`config.mk`:
```
export PLATFORM = sky130hd
export DESIGN_NAME = pciow_top
export DESIGN_NICKNAME = d
export VERILOG_FILES = /design/src/rtl/pciow_pkg.sv /design/src/rtl/pciow_cyc_if.sv /design/src/rtl/pciow_cycle_timer.sv /design/src/rtl/pciow_top.sv /design/src/rtl/pciow_win_decode.sv
export SDC_FILE = /design/constraint.sdc
export NUM_CORES = 1
export LEC_CHECK = 0
export BUFFER_PORTS_ARGS = -buffer_cell sky130_fd_sc_hd__buf_2
export CAP_MARGIN = 20
export CORE_MARGIN = 1.5
export CORE_UTILIZATION = 35
export DETAILED_ROUTE_END_ITERATION = 10
export GPL_ROUTABILITY_DRIVEN = 0
export PLACE_DENSITY = 0.58
export REMOVE_ABC_BUFFERS = 1
export SYNTH_ARGS = -nofsm -noshare
export SYNTH_HDL_FRONTEND = slang
export SYNTH_SLANG_ARGS = --single-unit
export TNS_END_PERCENT = 50
```
`constraint.sdc`:
```
create_clock -name i_clk -period 6.8 [get_ports i_clk]
set_input_delay 1.02 -clock i_clk [delete_from_list [all_inputs] [get_ports i_clk]]
set_output_delay 1.02 -clock i_clk [all_outputs]
set_load 0.01 [all_outputs]
```
`src/rtl/pciow_pkg.sv`:
```
`default_nettype none
package pciow_pkg;

	// ----------------------------------------------------------------
	// register map, byte offsets inside one socket
	// ----------------------------------------------------------------
	localparam logic [5:0]  OFF_CTRL    = 6'h07;
	localparam logic [5:0]  OFF_W0_SLO  = 6'h08;
	localparam logic [5:0]  OFF_W0_SHI  = 6'h09;
	localparam logic [5:0]  OFF_W0_ELO  = 6'h0a;
	localparam logic [5:0]  OFF_W0_EHI  = 6'h0b;
	localparam logic [5:0]  OFF_W1_SLO  = 6'h0c;
	localparam logic [5:0]  OFF_W1_SHI  = 6'h0d;
	localparam logic [5:0]  OFF_W1_ELO  = 6'h0e;
	localparam logic [5:0]  OFF_W1_EHI  = 6'h0f;
	localparam logic [5:0]  OFF_FIRST   = OFF_CTRL;
	localparam logic [5:0]  OFF_LAST    = OFF_W1_EHI;
	localparam int          NUM_REGS    = 9;
	localparam logic [11:0] SOCK_STRIDE = 12'h040;
	localparam logic [11:0] SOCK_SPAN   = 12'h080;
	localparam logic [11:0] ALIAS_BASE  = 12'h800;
	localparam logic [11:0] PAGE_MASK   = 12'hfc0;
	localparam logic [7:0]  REG_RESET   = 8'h00;

	// ----------------------------------------------------------------
	// storage index layout and control field positions
	// ----------------------------------------------------------------
	localparam int IDX_CTRL       = 0;
	localparam int IDX_SLO        = 1;
	localparam int IDX_SHI        = 2;
	localparam int IDX_ELO        = 3;
	localparam int IDX_EHI        = 4;
	localparam int IDX_WIN_STRIDE = 4;
	localparam int BIT_WSEL       = 0;
	localparam int BIT_AUTO       = 1;
	localparam int BIT_FAST       = 2;
	localparam int BIT_WAIT       = 3;
	localparam int WIN_BIT_STRIDE = 4;

	// ----------------------------------------------------------------
	// card cycle timing, in ISA cycles then clock cycles
	// ----------------------------------------------------------------
	localparam int CLK_PERIOD_NS = 8;
	localparam int ISA_CYCLE_NS  = 120;
	localparam int ISA_CLKS      = (ISA_CYCLE_NS + CLK_PERIOD_NS - 1) / CLK_PERIOD_NS;
	localparam int STD8_ISA      = 6;
	localparam int FAST8_ISA     = 3;
	localparam int STD16_ISA     = 3;
	localparam int EXT16_ISA     = STD16_ISA + 1;
	localparam int LEN_W         = 7;
	localparam logic [LEN_W-1:0] LEN_STD8  = LEN_W'(STD8_ISA * ISA_CLKS);
	localparam logic [LEN_W-1:0] LEN_FAST8 = LEN_W'(FAST8_ISA * ISA_CLKS);
	localparam logic [LEN_W-1:0] LEN_STD16 = LEN_W'(STD16_ISA * ISA_CLKS);
	localparam logic [LEN_W-1:0] LEN_EXT16 = LEN_W'(EXT16_ISA * ISA_CLKS);

	typedef enum logic {
		TIM_IDLE,
		TIM_RUN
	} pciow_tim_state_t;

endpackage
`default_nettype wire

```
`src/rtl/pciow_cyc_if.sv`:
```
`default_nettype none
// one card cycle request from the top to the timer, and its progress back
interface pciow_cyc_if;
	logic                        start;
	logic                        sock;
	logic                        win;
	logic                        width16;
	logic [pciow_pkg::LEN_W-1:0] len;
	logic                        busy;
	logic                        done;
	logic                        sock_q;
	logic                        win_q;
	logic                        width16_q;

	modport src (
		output start, sock, win, width16, len,
		input  busy, done, sock_q, win_q, width16_q
	);
	modport tim (
		input  start, sock, win, width16, len,
		output busy, done, sock_q, win_q, width16_q
	);
endinterface
`default_nettype wire

```
`src/rtl/pciow_cycle_timer.sv`:
```
`default_nettype none
// holds a claimed card cycle busy for its programmed length
module pciow_cycle_timer (
	input  wire logic  i_clk,
	input  wire logic  i_sys_rst,
	input  wire logic  i_clk_en,
	pciow_cyc_if.tim   cyc
);
	typedef struct packed {
		pciow_pkg::pciow_tim_state_t st;
		logic [pciow_pkg::LEN_W-1:0] cnt;
		logic [pciow_pkg::LEN_W-1:0] len;
		logic [pciow_pkg::LEN_W-1:0] elapsed;
		logic                        sock;
		logic                        win;
		logic                        width16;
	} pciow_tim_t;

	pciow_tim_t q;
	pciow_tim_t d;
	logic       last;

	// ----------------------------------------------------------------
	// next state
	// ----------------------------------------------------------------
	always_comb begin
		d    = q;
		last = 1'b0;
		case (q.st)
			pciow_pkg::TIM_IDLE: begin
				if (cyc.start) begin
					d.st      = pciow_pkg::TIM_RUN;
					d.cnt     = cyc.len - 1'b1;
					d.len     = cyc.len;
					d.elapsed = '0;
					d.sock    = cyc.sock;
					d.win     = cyc.win;
					d.width16 = cyc.width16;
				end
			end
			pciow_pkg::TIM_RUN: begin
				d.elapsed = q.elapsed + 1'b1;
				if (q.cnt == '0) begin
					last = 1'b1;
					d.st = pciow_pkg::TIM_IDLE;
				end else begin
					d.cnt = q.cnt - 1'b1;
				end
			end
			default: d.st = pciow_pkg::TIM_IDLE;
		endcase
	end

	// ----------------------------------------------------------------
	// state register, frozen while the enable is low
	// ----------------------------------------------------------------
	always_ff @(posedge i_clk or posedge i_sys_rst) begin
		if (i_sys_rst) begin
			q <= '{st: pciow_pkg::TIM_IDLE, default: '0};
		end else if (i_clk_en) begin
			q <= d;
		end
	end

	assign cyc.busy      = (q.st == pciow_pkg::TIM_RUN);
	assign cyc.done      = last && i_clk_en; // a frozen cycle must not report completion
	assign cyc.sock_q    = q.sock;
	assign cyc.win_q     = q.win;
	assign cyc.width16_q = q.width16;

	a_busy_length: assert property (@(posedge i_clk) disable iff (i_sys_rst)
		cyc.done |-> q.elapsed == q.len - 1'b1)
		else $error("cycle ended off its programmed length");
	a_start_busy: assert property (@(posedge i_clk) disable iff (i_sys_rst)
		(cyc.start && i_clk_en && !cyc.busy) |=> cyc.busy && q.len == $past(cyc.len))
		else $error("claimed cycle did not start");
endmodule
`default_nettype wire

```
`src/rtl/pciow_top.sv`:
```
`default_nettype none
// two-socket I/O window configuration bank with window decode and cycle timing
module pciow_top (
	input  wire logic             i_clk,
	input  wire logic             i_sys_rst,
	input  wire logic             i_clk_en,
	input  wire logic [11:0]      i_reg_addr,
	input  wire logic             i_reg_wr,
	input  wire logic             i_reg_rd,
	input  wire logic [7:0]       i_reg_wdata,
	output logic      [7:0]       o_reg_rdata,
	output logic                  o_reg_ack,
	input  wire logic [1:0][1:0]  i_win_en,
	input  wire logic             i_io_req,
	input  wire logic             i_io_sock,
	input  wire logic [15:0]      i_io_addr,
	input  wire logic [1:0]       i_card_io16,
	output logic                  o_io_claim,
	output logic                  o_io_busy,
	output logic                  o_io_done,
	output logic                  o_io_sock,
	output logic                  o_io_win,
	output logic                  o_io_width16
);
	typedef struct packed {
		logic [1:0][pciow_pkg::NUM_REGS-1:0][7:0] regs;
		logic [7:0]                               rdata;
		logic                                     ack;
	} pciow_state_t;

	pciow_state_t                     state_q;
	pciow_state_t                     state_d;
	logic                             alias_hit;
	logic                             direct_hit;
	logic                             mapped;
	logic                             sock_sel;
	logic [5:0]                       off;
	logic [3:0]                       idx;
	logic [1:0]                       hit;
	logic [1:0]                       win;
	logic [1:0]                       w16;
	logic [1:0][pciow_pkg::LEN_W-1:0] len;

	pciow_cyc_if u_cyc ();

	// ----------------------------------------------------------------
	// register address decode
	// ----------------------------------------------------------------
	// socket A answers both at its own page and at the alias page
	always_comb begin
		alias_hit  = (i_reg_addr & pciow_pkg::PAGE_MASK) == pciow_pkg::ALIAS_BASE;
		direct_hit = i_reg_addr < pciow_pkg::SOCK_SPAN;
		off        = i_reg_addr[5:0];
		sock_sel   = alias_hit ? 1'b0 : (i_reg_addr >= pciow_pkg::SOCK_STRIDE);
		mapped     = (alias_hit || direct_hit) &&
			(off >= pciow_pkg::OFF_FIRST) && (off <= pciow_pkg::OFF_LAST);
		idx        = 4'(off - pciow_pkg::OFF_FIRST);
	end

	// ----------------------------------------------------------------
	// register bank next state
	// ----------------------------------------------------------------
	// every byte is plain read/write; a read in the same cycle as a write
	// returns the old value, which keeps the read path free of the write mux
	always_comb begin
		state_d     = state_q;
		state_d.ack = i_reg_wr || i_reg_rd;
		if (i_reg_wr && mapped) begin
			state_d.regs[sock_sel][idx] = i_reg_wdata;
		end
		if (i_reg_rd) begin
			state_d.rdata = mapped ? state_q.regs[sock_sel][idx] : 8'h00;
		end
	end

	// ----------------------------------------------------------------
	// state register
	// ----------------------------------------------------------------
	always_ff @(posedge i_clk or posedge i_sys_rst) begin
		if (i_sys_rst) begin
			state_q <= '{regs: {(2 * pciow_pkg::NUM_REGS){pciow_pkg::REG_RESET}},
				rdata: 8'h00, ack: 1'b0};
		end else if (i_clk_en) begin
			state_q <= state_d;
		end
	end

	assign o_reg_rdata = state_q.rdata;
	assign o_reg_ack   = state_q.ack;

	// ----------------------------------------------------------------
	// window decode per socket
	// ----------------------------------------------------------------
	for (genvar s = 0; s < 2; s++) begin : g_sock
		pciow_win_decode u_dec (
			.i_cfg       (state_q.regs[s]),
			.i_win_en    (i_win_en[s]),
			.i_addr      (i_io_addr),
			.i_card_io16 (i_card_io16[s]),
			.o_hit       (hit[s]),
			.o_win       (win[s]),
			.o_width16   (w16[s]),
			.o_len       (len[s])
		);
	end

	// ----------------------------------------------------------------
	// claim and hand the cycle to the timer
	// ----------------------------------------------------------------
	// a request during a running card cycle is not claimed; the host retries
	assign o_io_claim    = i_io_req && hit[i_io_sock] && !u_cyc.busy && i_clk_en;
	assign u_cyc.start   = o_io_claim;
	assign u_cyc.sock    = i_io_sock;
	assign u_cyc.win     = win[i_io_sock];
	assign u_cyc.width16 = w16[i_io_sock];
	assign u_cyc.len     = len[i_io_sock];

	pciow_cycle_timer u_tim (
		.i_clk     (i_clk),
		.i_sys_rst (i_sys_rst),
		.i_clk_en  (i_clk_en),
		.cyc       (u_cyc.tim)
	);

	assign o_io_busy    = u_cyc.busy;
	assign o_io_done    = u_cyc.done;
	assign o_io_sock    = u_cyc.sock_q;
	assign o_io_win     = u_cyc.win_q;
	assign o_io_width16 = u_cyc.width16_q;

	// ----------------------------------------------------------------
	// checks on the claimed window and on the register bank
	// ----------------------------------------------------------------
	logic [pciow_pkg::NUM_REGS-1:0][7:0] ck_cfg;
	logic [3:0]                          ck_nib;
	logic [15:0]                         ck_start;
	logic [15:0]                         ck_end;
	int                                  ck_base;

	always_comb begin
		ck_cfg   = state_q.regs[i_io_sock];
		ck_base  = u_cyc.win ? pciow_pkg::IDX_WIN_STRIDE : 0;
		ck_nib   = u_cyc.win ? ck_cfg[pciow_pkg::IDX_CTRL][7:4] : ck_cfg[pciow_pkg::IDX_CTRL][3:0];
		ck_start = {ck_cfg[pciow_pkg::IDX_SHI + ck_base], ck_cfg[pciow_pkg::IDX_SLO + ck_base]};
		ck_end   = {ck_cfg[pciow_pkg::IDX_EHI + ck_base], ck_cfg[pciow_pkg::IDX_ELO + ck_base]};
	end

	a_claim_enabled: assert property (@(posedge i_clk) disable iff (i_sys_rst)
		o_io_claim |-> i_win_en[i_io_sock][u_cyc.win])
		else $error("claim through a disabled window");
	a_claim_in_range: assert property (@(posedge i_clk) disable iff (i_sys_rst)
		o_io_claim |-> (i_io_addr >= ck_start) && (i_io_addr <= ck_end))
		else $error("claim outside window bounds");
	a_width_auto: assert property (@(posedge i_clk) disable iff (i_sys_rst)
		(o_io_claim && ck_nib[pciow_pkg::BIT_AUTO])
		|=> o_io_width16 == $past(i_card_io16[i_io_sock]))
		else $error("auto size did not follow card width");
	a_width_fixed: assert property (@(posedge i_clk) disable iff (i_sys_rst)
		(o_io_claim && !ck_nib[pciow_pkg::BIT_AUTO])
		|-> u_cyc.width16 == ck_nib[pciow_pkg::BIT_WSEL])
		else $error("fixed width select not honoured");
	a_wait_extend: assert property (@(posedge i_clk) disable iff (i_sys_rst)
		(o_io_claim && u_cyc.width16)
		|-> u_cyc.len == (ck_nib[pciow_pkg::BIT_WAIT] ? pciow_pkg::LEN_EXT16
			: pciow_pkg::LEN_STD16))
		else $error("16-bit cycle length wrong");
	a_fast_byte: assert property (@(posedge i_clk) disable iff (i_sys_rst)
		(o_io_claim && !u_cyc.width16)
		|-> u_cyc.len == (ck_nib[pciow_pkg::BIT_FAST] ? pciow_pkg::LEN_FAST8
			: pciow_pkg::LEN_STD8))
		else $error("8-bit cycle length wrong");
	a_reg_write_back: assert property (@(posedge i_clk) disable iff (i_sys_rst)
		(i_clk_en && i_reg_wr && mapped)
		|=> state_q.regs[$past(sock_sel)][$past(idx)] == $past(i_reg_wdata))
		else $error("register write lost");
	a_sock_b_stride: assert property (@(posedge i_clk) disable iff (i_sys_rst)
		(i_clk_en && i_reg_wr && i_reg_addr == pciow_pkg::SOCK_STRIDE + 12'(pciow_pkg::OFF_CTRL))
		|=> state_q.regs[1][pciow_pkg::IDX_CTRL] == $past(i_reg_wdata))
		else $error("second socket control write misplaced");
	a_alias_read: assert property (@(posedge i_clk) disable iff (i_sys_rst)
		(i_clk_en && i_reg_rd && alias_hit && mapped)
		|=> o_reg_rdata == $past(state_q.regs[0][idx]) && o_reg_ack)
		else $error("alias read does not mirror first socket");
	a_unmapped_zero: assert property (@(posedge i_clk) disable iff (i_sys_rst)
		(i_clk_en && i_reg_rd && !mapped) |=> o_reg_rdata == 8'h00)
		else $error("unmapped read not zero");
endmodule
`default_nettype wire

```
`src/rtl/pciow_win_decode.sv`:
```
`default_nettype none
// combinational hit, width and length lookup for one socket's two windows
module pciow_win_decode (
	input  wire logic [pciow_pkg::NUM_REGS-1:0][7:0] i_cfg,
	input  wire logic [1:0]                          i_win_en,
	input  wire logic [15:0]                         i_addr,
	input  wire logic                                i_card_io16,
	output logic                                     o_hit,
	output logic                                     o_win,
	output logic                                     o_width16,
	output logic [pciow_pkg::LEN_W-1:0]              o_len
);
	logic [1:0]                        hit_w;
	logic [1:0]                        w16_w;
	logic [1:0][pciow_pkg::LEN_W-1:0]  len_w;

	// ----------------------------------------------------------------
	// per window compare and cycle shaping
	// ----------------------------------------------------------------
	for (genvar w = 0; w < 2; w++) begin : g_win
		localparam int B = w * pciow_pkg::IDX_WIN_STRIDE;
		localparam int F = w * pciow_pkg::WIN_BIT_STRIDE;
		logic [15:0] start_a;
		logic [15:0] end_a;
		logic        auto_sz;
		logic        wsel;
		logic        fast;
		logic        wait_x;
		assign start_a = {i_cfg[pciow_pkg::IDX_SHI + B], i_cfg[pciow_pkg::IDX_SLO + B]};
		assign end_a   = {i_cfg[pciow_pkg::IDX_EHI + B], i_cfg[pciow_pkg::IDX_ELO + B]};
		assign auto_sz = i_cfg[pciow_pkg::IDX_CTRL][pciow_pkg::BIT_AUTO + F];
		assign wsel    = i_cfg[pciow_pkg::IDX_CTRL][pciow_pkg::BIT_WSEL + F];
		assign fast    = i_cfg[pciow_pkg::IDX_CTRL][pciow_pkg::BIT_FAST + F];
		assign wait_x  = i_cfg[pciow_pkg::IDX_CTRL][pciow_pkg::BIT_WAIT + F];
		// enable gates before the compare, so stale bounds never leak a claim
		assign hit_w[w] = i_win_en[w] && (i_addr >= start_a) && (i_addr <= end_a);
		// fixed width select is ignored while auto sizing is on
		assign w16_w[w] = auto_sz ? i_card_io16 : wsel;
		// wait bit only touches 16-bit, fast bit only 8-bit
		assign len_w[w] = w16_w[w] ?
			(wait_x ? pciow_pkg::LEN_EXT16 : pciow_pkg::LEN_STD16) :
			(fast ? pciow_pkg::LEN_FAST8 : pciow_pkg::LEN_STD8);
	end

	// window 0 wins when both match an overlapping range
	always_comb begin
		o_hit     = |hit_w;
		o_win     = !hit_w[0];
		o_width16 = hit_w[0] ? w16_w[0] : w16_w[1];
		o_len     = hit_w[0] ? len_w[0] : len_w[1];
	end
endmodule
`default_nettype wire

```
# Word-level counts from Yosys, hierarchy flattened
# Cells that the tools add are included.
# totals
ff_bits	171
out_inout_bits	15
elab_cells	124
# classes
n_addsub	3
order_cmp	17
eq_ne	3
n_mux	45
n_bitwise	1
n_reduce_logical	29
# op_table
op	n
$mux W72	3
$bwmux W144	1
$mux W7	13
$demux W72 S1	1
$ge A16 B16 Y1	4
$le A16 B16 Y1	4
$bmux W8 S4	1
$demux W8 S4	1
$mux W25	1
$mux W8	3
$mux W5	4
$logic_and A1 B1 Y1	17
$mux W1	16
$pmux W8 S2	1
$sub A7 B1 Y7 const B	2
$ge A12 B7 Y1 const B	1
$lt A12 B8 Y1 const B	1
$logic_not A7 Y1	1
$eq A6 B6 Y1 const B	1
$ge A6 B3 Y1 const B	1
$le A6 B4 Y1 const B	1
$reduce_and A3 Y1	2
$lt A4 B5 Y1 const B	1
$ge A4 B1 Y1 const B	1
other kinds (9)	16

# Logic depth before layout (Yosys ltp)
# depth
ltp_word	11
depth_mapped	13
mapped_depth_nobuf	13

# By module
# A second synthesis with hierarchy kept.
# unflattened
hier_cells	1100
hier_area_um2	11766.3
# by_module_without_submodules
mod	instances	cells_each	area_per_inst_um2
pciow_top	1	554	7521.0
pciow_win_decode	2	231	1736.7
pciow_cycle_timer	1	84	772.0

# Worst setup path before layout
# OpenSTA, ideal clock, no wires.
# synth_timing
path_type	input to output
from	in i_io_addr[0]
to	out o_io_claim
arrival_ns	3.092
setup_slack_ns	2.688
cell_stages	11
n_path_buf	2
path_cell_list	inv_1 -> ha_1 -> nand2b_4 -> a2111oi_2 -> nor4_1 -> o31ai_4 -> a22oi_4 -> or3_1 -> and3_1 -> buf_6 -> buf_6
# synth_between
elab_chain_len	9
word_cells_on_any_way	23
# synth_rtl
item	line_no	text
from (decl)	pciow_top.sv:16	input wire logic [15:0] i_io_addr,
$ge A16 B16 Y1	pciow_win_decode.sv:36	assign hit_w[w] = i_win_en[w] && (i_addr >= start_a) && (i_addr <= end_a);
$logic_and A1 B1 Y1 (2 in a row)	pciow_win_decode.sv:36	
$reduce_or A2 Y1	pciow_win_decode.sv:47	o_hit = |hit_w;
$mux W1 (implied by the code) (*) (2 in a row)	pciow_top.sv:111	assign o_io_claim = i_io_req && hit[i_io_sock] && !u_cyc.busy && i_clk_en;
$logic_and A1 B1 Y1 (*) (3 in a row)	pciow_top.sv:111	
to (decl)	pciow_top.sv:18	output logic o_io_claim,
# Every way passes the cells marked *; elsewhere a longest branch is shown, timed or not. The select of a mux whose other input is x is not followed.

# Worst setup path after layout
# layout_timing
from	in i_io_addr[14]
to	out o_io_claim
# The elaborated chain is that of the path after synthesis.

==> flow_summary.toml <==
[run_status]
status = "finished, final reports clean"

[clock_network]
cts_tree = "yes"
cts_inserted_buffers = 17
ctsHoldBuffers = 0
post_cts_buffers = 0
clockRootBuffer = "clkbuf_16"
h-tree-depth = 4
clock_latency_ns = 0.44
cts_buffer_depth = 2
ctsResizeCount = 0
clkSinkCount = 164
clk_pin_slew_ns = 0.06

[critical_path]
path_max_fanout = 15
path_cells = "buf_2 -> ha_1 -> a21oi_1 -> nand2_1 -> a211o_1 -> a2111o_1 -> a22oi_4 -> a311o_1 -> and3_1 -> buf_2"
end_kind = "primary output"
cpMostUsedCell = "buf_2"
cp-start-kind = "input port"
crit_slowest_cell = "and3_1"
crit_arrival_ns = 3.85
criticalPathCategory = "in2out"
critical-path-max-stage-delay_ns = 0.50
reg2regPathDepth = 11
cp.required_ns = 5.78

[grt]
grt_pass1_vias = 8537
grt_max_degree = 107
overflow = 0
antenna_found_initial = 1
grt_pass1_wl_um = 52000
grtUsageTotal = 0.213

[floorplanning]
pin_count = 64
die_w_um = 181
rows = 64
die_h_um = 181
fp.dieArea_um2 = 32700
start_util = 0.359
core_um2 = 30800

[yosys]
synth_area_leaders = "dfrtp_1 (37%), ha_1 (15%), mux2_2 (13%)"
synth_cell_type_count = 59
synth-main-ff-cell = "dfrtp_1"
synth_top_area_share = 0.371
synth_fa_ha_area_frac = 0.154
synth-xor-area-share = 0.00317
ys_warn_count = 0
seq_area_frac_synth = 0.371
ys_ff_latch = 164
async_reset_ff_frac = 1.00
muxShareOfSynthArea = 0.206
yosys.area.top_type = "dfrtp_1"
synth_edf_count = 0
synth.most_common_cell = "dfrtp_1"
synth_compound_area_frac = 0.112
synth_cells = 1052
synth_top_family_by_area = "multiplexers"
syn_area_per_cell_um2 = 10.5
synth_commonest_cells = "dfrtp_1 (164), ha_1 (136), inv_1 (136), mux2_2 (127), nand2_1 (88)"
synthSimpleGateAreaFrac = 0.0942
synth_area_um2 = 11100

[route]
drt_iter0_drc = 762
drtPass1Iterations = 5
routed_wl_um = 33700
drcViolationCount = 0
ant_nets = 0
vias = 8493
avgViaCountPerCell = 5.61
wl_per_cell_um = 22.3

[final_layout]
ff_latch_area_um2 = 4100
fin_nets = 1290
multi_input_area_um2 = 6300
final_cells = 1514
nFillCells = 2994
fin_area_um2 = 12400
drive_gt1_frac = 0.242
syn2layout_area_growth_pct = 11.7
diodes = 0

[pwr]
leakage_nw = 5.75
p_per_area_nw_per_um2 = 190
ir_worst_vdd_uv = 152
finalPower_mw = 2.35

[timing]
finalWorstSetupSlack_ns = 1.93
finalHoldViolCount = 0
setup_viol = 0
relSlewSlack = 0.405
finalCritPeriodShare = 0.716
fin_tns_setup_ns = 0
fmax_mhz = 205
worst_pin_slew_ns = 0.889
fin_worst_skew_ns = 0.0114
fin_crit_ns = 4.87
rsz0062_at_grt = "no"
drv_slew = 0

[flow_run]
drv_cap = 0

[placement]
detailed_place_hpwl_um = 24900
port_buffers = 63
pre_cts_slack_ns = 2.01
placed_area_um2 = 11800
placedCellCount = 1479

[worst_hold_path]
whs_path_depth = 2
hold_class = "reg2reg"
==> metrics by stage <==
step                      hold WS, ns   util
final                           0.469  0.401
after global routing            0.510  0.401
after CTS                       0.475  0.400
after detailed placement        0.461  0.381
after global placement          0.461  0.381
after floorplan                 0.464      -
==> cell type report <==
| cell class | instances | area share |
|---|---|---|
| sequential | 164 | 0.332 |
| timing repair buffer | 70 | 0.0320 |
| inverter | 136 | 0.0417 |
| multi-input combinational | 716 | 0.509 |
| clock buffer | 23 | 0.0378 |
| tap | 396 | 0.0401 |
| clock inverter | 9 | 0.00759 |
==> sequential cells by signal, indices dropped and copies added, names as in the netlist <==
name / cells
state_q: 144
o_reg_rdata: 8
u_tim.q: 7
o_reg_ack: 1
u_tim.cyc.busy: 1
u_tim.cyc.sock_q: 1
u_tim.cyc.width16_q: 1
u_tim.cyc.win_q: 1
==> cell families (layout without fill, tap and decap cells) <==
logic type / count (synthesis) / in the layout
simple gates: 218 / 218
xor+xnor: 4 / 4
mux: 171 / 171
compound gates: 187 / 187
fa+ha+maj: 136 / 136
buf+inv: 172 / 238
flops: 164 / 164
==> final timing paths <==
check	end	from	slack (ns)
max	o_io_claim	i_io_addr[14]	1.93
min	o_reg_rdata[2]	o_reg_rdata[2]	0.47
max reg2reg	u_tim.q[17]	state_q[119]	3.42
min reg2reg	o_reg_rdata[2]	o_reg_rdata[2]	0.47
max in group asynchronous	state_q[29]	i_sys_rst	4.96
min in group asynchronous	state_q[125]	i_sys_rst	0.60
==> critical path: cells and delay by family <==
family / cells / cell delay [ns]
simple gates: 2 / 0.57
fa+ha+maj: 1 / 0.32
compound gates: 5 / 1.41
buf+inv: 2 / 0.51
==> where the power goes <==
group          switching, mW  total, mW  internal, mW  leakage (nW)
logic                  0.232      0.365         0.133          3.30
registers             0.0280       1.04          1.01          2.17
clock network          0.426      0.955         0.529         0.269
total                  0.686       2.35          1.67          5.75
==> routing by layer <==
| metal | share of wire | wire length (um) | global-route usage | vias up |
|---|---|---|---|---|
| li1 | - | - | - | 3876 |
| met1 | 0.46 | 15400 | 0.299 | 4260 |
| met2 | 0.45 | 15200 | 0.330 | 305 |
| met3 | 0.070 | 2360 | 0.0462 | 50 |
| met4 | 0.021 | 709 | 0.0588 | 2 |
| met5 | 0.00021 | 7 | 0 | - |
==> layout by cell type (no fill, tap or decap), types with 6 or more instances in the layout <==
| master | synthesis | routed |
|---|---|---|
| o31ai_1 | 11 | 11 |
| nand2_1 | 88 | 88 |
| nor2_1 | 43 | 43 |
| mux2_2 | 127 | 127 |
| mux2i_1 | 7 | 7 |
| a21o_1 | 9 | 9 |
| and3_1 | 6 | 6 |
| o211ai_1 | 6 | 6 |
| buf_2 | 6 | 63 |
| inv_1 | 136 | 135 |
| o21ai_0 | 35 | 35 |
| a211oi_1 | 14 | 14 |
| o221ai_1 | 8 | 8 |
| nand4_1 | 20 | 20 |
| ha_1 | 136 | 136 |
| mux4_2 | 32 | 32 |
| dfrtp_1 | 164 | 164 |
| clkbuf_16 | 0 | 17 |
| a21oi_1 | 72 | 72 |
| nand3_1 | 19 | 19 |
| nor2b_1 | 9 | 9 |
| nand2b_1 | 6 | 6 |
Note: power is estimated with default switching activity, not from simulation.
